==> config.mk <==
export PLATFORM = sky130hd
export DESIGN_NAME = psr_host
export DESIGN_NICKNAME = d
export VERILOG_FILES = /design/src/rtl/psr_pkg.sv /design/src/rtl/psr_host.sv
export VERILOG_INCLUDE_DIRS = /design/src /design/src/rtl
export SDC_FILE = /design/constraint.sdc
export NUM_CORES = 1
export LEC_CHECK = 0
export BUFFER_PORTS_ARGS = -buffer_cell sky130_fd_sc_hd__buf_2
export CAP_MARGIN = 20
export CORE_MARGIN = 3
export CORE_UTILIZATION = 52
export DETAILED_ROUTE_END_ITERATION = 10
export PLACE_DENSITY_LB_ADDON = 0.2
export SETUP_SLACK_MARGIN = 0.4
export SYNTH_ARGS = -nofsm -noshare
export SYNTH_HDL_FRONTEND = slang
export SYNTH_SLANG_ARGS = --single-unit
export TNS_END_PERCENT = 1
==> constraint.sdc <==
create_clock -name clk_sys -period 2.6 [get_ports clk_sys]
set_input_delay 0.52 -clock clk_sys [delete_from_list [all_inputs] [get_ports clk_sys]]
set_output_delay 0.52 -clock clk_sys [all_outputs]
set_load 0.005 [all_outputs]
==> src/rtl/psr_defs.svh <==
/*
 * timing constants for the pseudo-static ram host controller.
 * assumes a 50 MHz system clock (20 ns period).
 */
`ifndef PSR_DEFS_SVH
`define PSR_DEFS_SVH

`define PSR_CLK_PERIOD_PS     20000
// cycle times of the memory, in ps
`define PSR_T_CYCLE_PS        70000
`define PSR_T_ACCESS_PS       70000
`define PSR_T_PULSE_PS        60000
`define PSR_T_DATA_SETUP_PS   30000
`define PSR_T_FLOAT_PS        30000
`define PSR_T_GAP_PS          5000
`define PSR_T_SEL_MAX_PS      15000000
// derived cycle counts: access rounds up, pulse and gap take one cycle past the floor, longest rounds down
`define PSR_ACCESS_CYC  ((`PSR_T_ACCESS_PS + `PSR_CLK_PERIOD_PS - 1) / `PSR_CLK_PERIOD_PS)
`define PSR_PULSE_CYC   ((`PSR_T_FLOAT_PS + `PSR_T_DATA_SETUP_PS + `PSR_CLK_PERIOD_PS) / `PSR_CLK_PERIOD_PS)
`define PSR_GAP_CYC     ((`PSR_T_GAP_PS + `PSR_CLK_PERIOD_PS) / `PSR_CLK_PERIOD_PS)
`define PSR_SEL_MAX_CYC (`PSR_T_SEL_MAX_PS / `PSR_CLK_PERIOD_PS)
`define PSR_ADDR_W      20
`define PSR_DATA_W      16

`endif

==> src/rtl/psr_pkg.sv <==
/*
 * types for the pseudo-static ram host controller.
 * assumes psr_defs.svh is on the include path.
 */
`include "psr_defs.svh"
package psr_pkg;
   typedef enum logic [2:0] {
      PSR_IDLE,
      PSR_RD,
      PSR_WR_SETUP,
      PSR_WR_PULSE,
      PSR_WR_END,
      PSR_GAP
   } psr_state_t;

   // request from the user side
   typedef struct packed {
      logic                    write;
      logic [`PSR_ADDR_W-1:0]  addr;
      logic [`PSR_DATA_W-1:0]  wdata;
      logic [1:0]              byte_en;
   } psr_req_t;

   // memory pin outputs
   typedef struct packed {
      logic                    chip_select_low;
      logic                    chip_select_high_active;
      logic                    write_strobe_n;
      logic                    output_drive_n;
      logic                    upper_byte_sel_n;
      logic                    lower_byte_sel_n;
      logic [`PSR_ADDR_W-1:0]  addr;
      logic [`PSR_DATA_W-1:0]  dq_out;
      logic                    dq_oe;
   } psr_pins_t;

   typedef struct packed {
      psr_state_t              state;
      logic [9:0]              cnt;
      logic                    write;
      logic [`PSR_DATA_W-1:0]  rdata;
      logic                    rvalid;
      psr_pins_t               pins;
   } psr_regs_t;
endpackage

==> src/rtl/psr_host.sv <==
/*
 * host controller driving an asynchronous 1M x 16 pseudo-static ram.
 * one access per request; chip is deselected between accesses so the
 * memory can run its hidden refresh. assumes requests from clk_sys logic.
 */
`timescale 1ns/1ps
`include "psr_defs.svh"
module psr_host (
   input  wire logic                    clk_sys,
   input  wire logic                    rst_b,
   input  wire logic                    req_valid,
   output      logic                    req_ready,
   input  wire psr_pkg::psr_req_t       req,
   output      logic                    rd_valid,
   output      logic [`PSR_DATA_W-1:0]  rd_data,
   output      psr_pkg::psr_pins_t      pins,
   input  wire logic [`PSR_DATA_W-1:0]  dq_in
);
   localparam logic [9:0] ACC_C  = 10'(`PSR_ACCESS_CYC);
   localparam logic [9:0] PUL_C  = 10'(`PSR_PULSE_CYC);
   localparam logic [9:0] GAP_C  = 10'(`PSR_GAP_CYC);
   localparam int         SEL_MX = `PSR_SEL_MAX_CYC;

   // ----------------------------------------------------------------
   // input synchroniser for the data pins
   // ----------------------------------------------------------------
   logic [`PSR_DATA_W-1:0] dq_meta;
   logic [`PSR_DATA_W-1:0] dq_sync;
   always_ff @(posedge clk_sys or negedge rst_b) begin
      if (!rst_b) begin
         dq_meta <= '0;
         dq_sync <= '0;
      end else begin
         dq_meta <= dq_in;
         dq_sync <= dq_meta;
      end
   end

   // ----------------------------------------------------------------
   // sequencer
   // ----------------------------------------------------------------
   psr_pkg::psr_regs_t r;
   psr_pkg::psr_regs_t next_r;
   psr_pkg::psr_pins_t idle_pins;

   always_comb begin
      idle_pins = '0;
      idle_pins.chip_select_low  = 1'b1;
      idle_pins.write_strobe_n   = 1'b1;
      idle_pins.output_drive_n   = 1'b1;
      idle_pins.upper_byte_sel_n = 1'b1;
      idle_pins.lower_byte_sel_n = 1'b1;
   end

   always_comb begin
      next_r        = r;
      next_r.rvalid = 1'b0;
      unique case (r.state)
         psr_pkg::PSR_IDLE: begin
            if (req_valid) begin
               // address and byte selects set together with the select
               next_r.pins.addr                    = req.addr;
               next_r.pins.chip_select_low         = 1'b0;
               next_r.pins.chip_select_high_active = 1'b1;
               next_r.pins.upper_byte_sel_n        = ~req.byte_en[1];
               next_r.pins.lower_byte_sel_n        = ~req.byte_en[0];
               next_r.write = req.write;
               next_r.cnt   = 10'h001;
               if (req.write) begin
                  next_r.pins.output_drive_n = 1'b1;
                  next_r.pins.dq_out         = req.wdata;
                  next_r.pins.dq_oe          = 1'b1;
                  next_r.state               = psr_pkg::PSR_WR_SETUP;
               end else begin
                  next_r.pins.output_drive_n = 1'b0;
                  next_r.state               = psr_pkg::PSR_RD;
               end
            end
         end
         psr_pkg::PSR_RD: begin
            if (r.cnt >= ACC_C + 10'h002) begin
               // two extra cycles cover the pin synchroniser
               next_r.rdata  = dq_sync;
               next_r.rvalid = 1'b1;
               next_r.pins   = idle_pins;
               next_r.pins.addr = r.pins.addr;
               next_r.cnt    = 10'h001;
               next_r.state  = psr_pkg::PSR_GAP;
            end else begin
               next_r.cnt = r.cnt + 10'h001;
            end
         end
         psr_pkg::PSR_WR_SETUP: begin
            // write begins once the strobe joins the selects
            next_r.pins.write_strobe_n = 1'b0;
            next_r.cnt   = 10'h001;
            next_r.state = psr_pkg::PSR_WR_PULSE;
         end
         psr_pkg::PSR_WR_PULSE: begin
            if (r.cnt >= PUL_C) begin
               next_r.pins.write_strobe_n = 1'b1;
               next_r.state = psr_pkg::PSR_WR_END;
            end else begin
               next_r.cnt = r.cnt + 10'h001;
            end
         end
         psr_pkg::PSR_WR_END: begin
            // data and address held one cycle past the strobe edge
            next_r.pins      = idle_pins;
            next_r.pins.addr = r.pins.addr;
            next_r.cnt       = 10'h001;
            next_r.state     = psr_pkg::PSR_GAP;
         end
         psr_pkg::PSR_GAP: begin
            if (r.cnt >= GAP_C) begin
               next_r.state = psr_pkg::PSR_IDLE;
            end else begin
               next_r.cnt = r.cnt + 10'h001;
            end
         end
         default: next_r.state = psr_pkg::PSR_IDLE;
      endcase
   end

   always_ff @(posedge clk_sys or negedge rst_b) begin
      if (!rst_b) begin
         r                              <= '0;
         r.state                        <= psr_pkg::PSR_IDLE;
         r.pins.chip_select_low         <= 1'b1;
         r.pins.write_strobe_n          <= 1'b1;
         r.pins.output_drive_n          <= 1'b1;
         r.pins.upper_byte_sel_n        <= 1'b1;
         r.pins.lower_byte_sel_n        <= 1'b1;
      end else begin
         r <= next_r;
      end
   end

   assign req_ready = (r.state == psr_pkg::PSR_IDLE);
   assign rd_valid  = r.rvalid;
   assign rd_data   = r.rdata;
   assign pins      = r.pins;

   // ----------------------------------------------------------------
   // checks
   // ----------------------------------------------------------------
   logic sel;
   logic [19:0] sel_cnt;
   assign sel = ~r.pins.chip_select_low & r.pins.chip_select_high_active;
   always_ff @(posedge clk_sys or negedge rst_b) begin
      if (!rst_b) sel_cnt <= '0;
      else sel_cnt <= sel ? sel_cnt + 20'h00001 : '0;
   end
endmodule

== After elaboration in Yosys (flattened, before gate mapping) ==
Cells that the tools add are included.

* Register bits after elaboration: 106
* Input port bits: 58
* Output and inout bits: 61
* Logic and storage cells: 69

* $add $sub $neg: 1
* $lt $le $gt $ge: 3
* Equal/unequal tests: 12
* Mux-type cells: 20
* Bitwise operators: 4
* Reduce and logical (&&, ||, !) cells: 13

{| class="wikitable"
|+ Operator list
! operator !! number
|-
| $pmux 40 s3 || 1
|-
| $pmux 10 s5 || 1
|-
| $mux 44 || 1
|-
| $mux 40 || 1
|-
| $mux 10 || 3
|-
| $ge 10x3->1 const B || 2
|-
| $pmux 3 s6 || 1
|-
| $mux 17 || 1
|-
| $reduce_and 4->1 || 4
|-
| $mux 14 || 1
|-
| $ne 2x2->1 const B || 6
|-
| $add 10x1->10 const B || 1
|-
| $ge 10x1->1 const B || 1
|-
| $mux 3 || 3
|-
| $eq 3x2->1 const B || 2
|-
| $eq 3x3->1 const B || 2
|-
| $pmux 2 s3 || 1
|-
| $reduce_and 3->1 || 2
|-
| $reduce_bool 5->1 || 1
|-
| $mux 2 || 2
|-
| $not 1->1 || 4
|-
| $pmux 1 s4 || 1
|-
| $reduce_and 2->1 || 2
|-
| $reduce_bool 4->1 || 1
|-
| 6 further kinds || 8
|}

== Logic depth before layout (Yosys ltp) ==
* Word-level depth: 4
* Gate-level depth with buffers: 9
* Gate-level depth less buffers: 7

== Worst setup path after synthesis ==
No wires, ideal clock.

* Kind: register to register
* From: register r[61] (netlist bit)
* To: register r (netlist bit rd_data[10])
* Setup time: 0.125 ns
* Data arrival time: 1.876 ns
* Required time: 2.475 ns
* Slack: 0.600 ns
* Cell stages (with the launch flop): 7
* Buffers on the path: 1
* Period minus slack after synthesis: 2.000 ns
* Cell sequence: dfrtp_1 inv_1 ha_1 o21ai_0 a311oi_4 buf_4 mux2_2

* Longest elaborated chain between the ends: 2

{| class="wikitable"
|+ Ends and longest elaborated chain
! item !! RTL line !! RTL
|-
| start: declaration || psr_host.sv:42 || <nowiki>psr_pkg::psr_regs_t r;</nowiki>
|-
| start signal: assignment || psr_host.sv:135 || <nowiki>r <= next_r;</nowiki>
|-
| $ge 10x3->1 || psr_host.sv:81 || <nowiki>if (r.cnt >= ACC_C + 10'h002) begin</nowiki>
|-
| $reduce_and 2->1 (no source line) || -- ||
|}

No other way between the ends.
A chain may end at the register's enable or synchronous reset.

== Worst setup path in the final report ==
* From: register r[62] (netlist bit)
* To: register r[70] (netlist bit)

* Longest elaborated chain between the ends: 3
* Elaborated cells between the ends (all ways): 11
* Those cells by class: add/sub (1); order compare (3); eq/ne (2); mux (4); reduce/logical (1)

{| class="wikitable"
|+ Ends and longest elaborated chain
! item !! RTL line !! RTL
|-
| $add 10x1->10 (tied with other cells) || psr_host.sv:90, psr_host.sv:104, psr_host.sv:118 ||
|-
| $mux 10 (tied with other cells) || psr_host.sv:115 || <nowiki>if (r.cnt >= GAP_C) begin</nowiki>
|-
| $pmux 10 s5 / $reduce_and 4->1 (equally long branches) || -- ||
|}

Several ways; a longest one is shown, not always the timed one. The select of a mux whose other input is x is not followed.

==> impl_results.md <==
- Fillers: about 640
- Ys Warns: 0
- Syn avg cell area: 12.26 µm²
- Final min period: 2.110 ns
- Clk_skew: between 0.015 and 0.02 ns
- Initial core utilization: 0.5507
- Crit start category: flip-flop
- Global placement routability congestion: 0.8132
- CP max FO: 7
- Mapped Area: 4365 µm²
- Gr ovfl total: 0
- Max-slew headroom: 0.5016
- Clock Pin Slew Worst Setup and Hold Paths: ~0.12 ns
- Core area: roughly 8000 µm²
- Post-synth EDFFs: 0
- Commonest cells after routing, fill and taps aside: buf_2 (117), dfrtp_1 (100), nand2_1 (37)
- Worst path max stage delay: between 0.4 and 0.5 ns
- Lkg Pwr: approximately 2.4 nW
- Power consumption: roughly 5.3 mW
- Worst Tran Pin Value: 0.7476 ns
- R2R Setup Slk: around 0.49 ns
- Setup_tns: 0 ns
- Synthesis-to-finish area growth: 10.66%
- CP dominant cell by count: nor2_1
- Die H: 97.63 µm
- Yosys cell types: 42
- Layout cells sized above 1: 0.4431
- Syn_nets: 418
- Post-synth top flop: dfrtp_1
- # rows: 32
- Die Span X: 97.63 µm
- Antenna viol nets, final: 0
- Vias/cell: 5.103
- CTS buffer count: 9
- Max-cap check violation count: 0
- Vias in the first global route: 2682
- Clk buf depth: 2
- H-tree depth: 3
- WS Path Type: flip-flop to flip-flop
- Multi-input logic area: approximately 1200 µm²
- Vias post-DR: approximately 2700
- Largest net degree at the start of global routing: 60
- Die area: 9531 µm²
- CP required: 2.84 ns
- RSZ-0062 raised after global routing: yes
- Critical-path top delay cell: dfrtp_1
- PD cells: 1105 nW/µm²
- Post-layout util: 0.6094
- Crit path buf inv count: 1
- Flops & latches, synth: 105
- IO Pins: 119
- Worst-skew pair later-pin latency: 0.37 ns
- CTS tree: done
- Nets@finish: 479
- Register area share after synthesis: 0.6033
- Gate Count Post-Synth: 356
- CTS root buffer: clkbuf_8
- DRC Markers: 0
- Drt pass-1 iters: 4
- Ant diodes: 0
- Max Fclk: 473.9 MHz
- Outcome: finished clean
- Finish-stage setup viols: 0
- Tcrit/Tclk final: 0.8116
- Storage cell area: 2634 µm²
- WL/cell: 14.77 µm
- FFs w/ async S/R, synth: 1.000
- Critical path arrival: between 2 and 2.5 ns
- First-pass GRT wire length: 13.23 mm
- Detailed Route WL: 7.737 mm
- Hpwl dp: 5.602 mm
- Iteration-0 DRC Markers: just under 200
- Non-filler cells, final: 524
- Port bufs: 118
- Peak VDD IR: roughly 0.56 mV
- Class of the worst hold path: input pin to asynchronous set/reset pin
- Hold Violations, Final: 0
- # hold bufs at CTS: 0
- Initial antenna violation count: 0
- Commonest non-fill, non-tap cell in the layout: buf_2
- Placed Instances: 508
- Crit end category: flip-flop
- All-layer global routing usage: 0.1723
- Max-slew violations: 0
- CTS Sinks: 105
- Critical path's top delay family: simple AND/OR/NAND/NOR gates
- Crit-path cells: inv_1 > ha_1 > nor3b_1 > o311a_1 > o21ai_0 > nor2_1 > nor2_1
-- area by class of cell --
class / count / share of cell area
tap: 102 / 0.02642
clock inverter: 7 / 0.01709
clock buffer: 9 / 0.02564
timing repair buffer: 123 / 0.1357
multi-input combinational: 169 / 0.2429
inverter: 9 / 0.006993
sequential: 105 / 0.5452
-- cell families (layout without fill, tap and decap cells) --
family / count (synthesis) / count (layout) / synth area share
AO/OA/AOI/OAI: 57 / 57 / 0.08542
adder cells (fa/ha/maj): 4 / 4 / 0.01147
buffers and inverters: 82 / 148 / 0.1284
flip-flops: 105 / 105 / 0.6033
multiplexers: 36 / 36 / 0.09286
AND/OR/NAND/NOR: 72 / 72 / 0.07854
-- final timing paths --
kind | from | to | cells past startpoint
max | r[62] | r[70] | 7
min | rst_b | rd_data[11] | 1
max reg2reg | r[62] | r[70] | 7
min reg2reg | dq_meta[10] | dq_sync[10] | 0
max in group asynchronous | rst_b | dq_meta[5] | 2
min in group clk_sys | dq_in[9] | dq_meta[9] | 1
-- flip-flops by register name, summed over array words and instances (netlist names) --
signal,cells
dq_meta,16
dq_sync,16
pins,43
r,13
rd_data,16
rd_valid,1
-- per-stage QoR --
stage | hold WS (ns) | setup WS, ns | area (µm²)
final | 0.1945 | 0.4898 | 4831
after global routing | 0.2060 | 0.2835 | 4831
after CTS | 0.2095 | 0.4098 | 4828
after detailed placement | 0.3355 | 0.4579 | 4622
after global placement | 0.3328 | 0.5061 | 4622
after floorplan | 0.2244 | 0.5996 | 4365
-- metal layers --
layer,vias up,track usage,routed length [µm]
met4,0,0.05751,100
li1,1264,-,-
met2,88,0.2789,3820
met1,1314,0.2287,3347
met3,8,0.04235,468
met5,-,0,0
-- synthesized netlist by cell type (2+ instances only) --
| cell | n | area (µm²) |
|---|---|---|
| a21oi_1 | 7 | 35.03 |
| buf_4 | 63 | 473.0 |
| a21o_1 | 5 | 37.54 |
| mux2_2 | 36 | 405.4 |
| nand3_1 | 3 | 15.01 |
| nand2_1 | 37 | 138.9 |
| a41oi_1 | 2 | 17.52 |
| dfstp_2 | 5 | 131.4 |
| dfrtp_1 | 100 | 2502 |
| a31oi_1 | 2 | 12.51 |
| a221o_1 | 2 | 20.02 |
| clkbuf_1 | 2 | 7.510 |
| nor2_1 | 14 | 52.55 |
| a311oi_1 | 2 | 17.52 |
| nand2b_1 | 4 | 25.02 |
| ha_1 | 4 | 50.05 |
| nor3_1 | 2 | 10.01 |
| o21ai_0 | 28 | 140.1 |
| buf_2 | 7 | 35.03 |
| inv_1 | 9 | 33.78 |
-- report_power, final --
| part | leakage, nW | switching [mW] | internal [mW] |
|---|---|---|---|
| combinational | 1.01 | 0.877 | 0.939 |
| clock | 0.0995 | 0.609 | 0.387 |
| sequential | 1.28 | 0.338 | 2.19 |
| total | 2.40 | 1.82 | 3.52 |
-- what timing repair did --
action	in CTS	in global routing
buffers inserted	0	0
resized for setup	0	2
endpoints found under the setup margin	0	42
endpoints found under the hold margin	0	0
(Power assumes the default switching activity.)
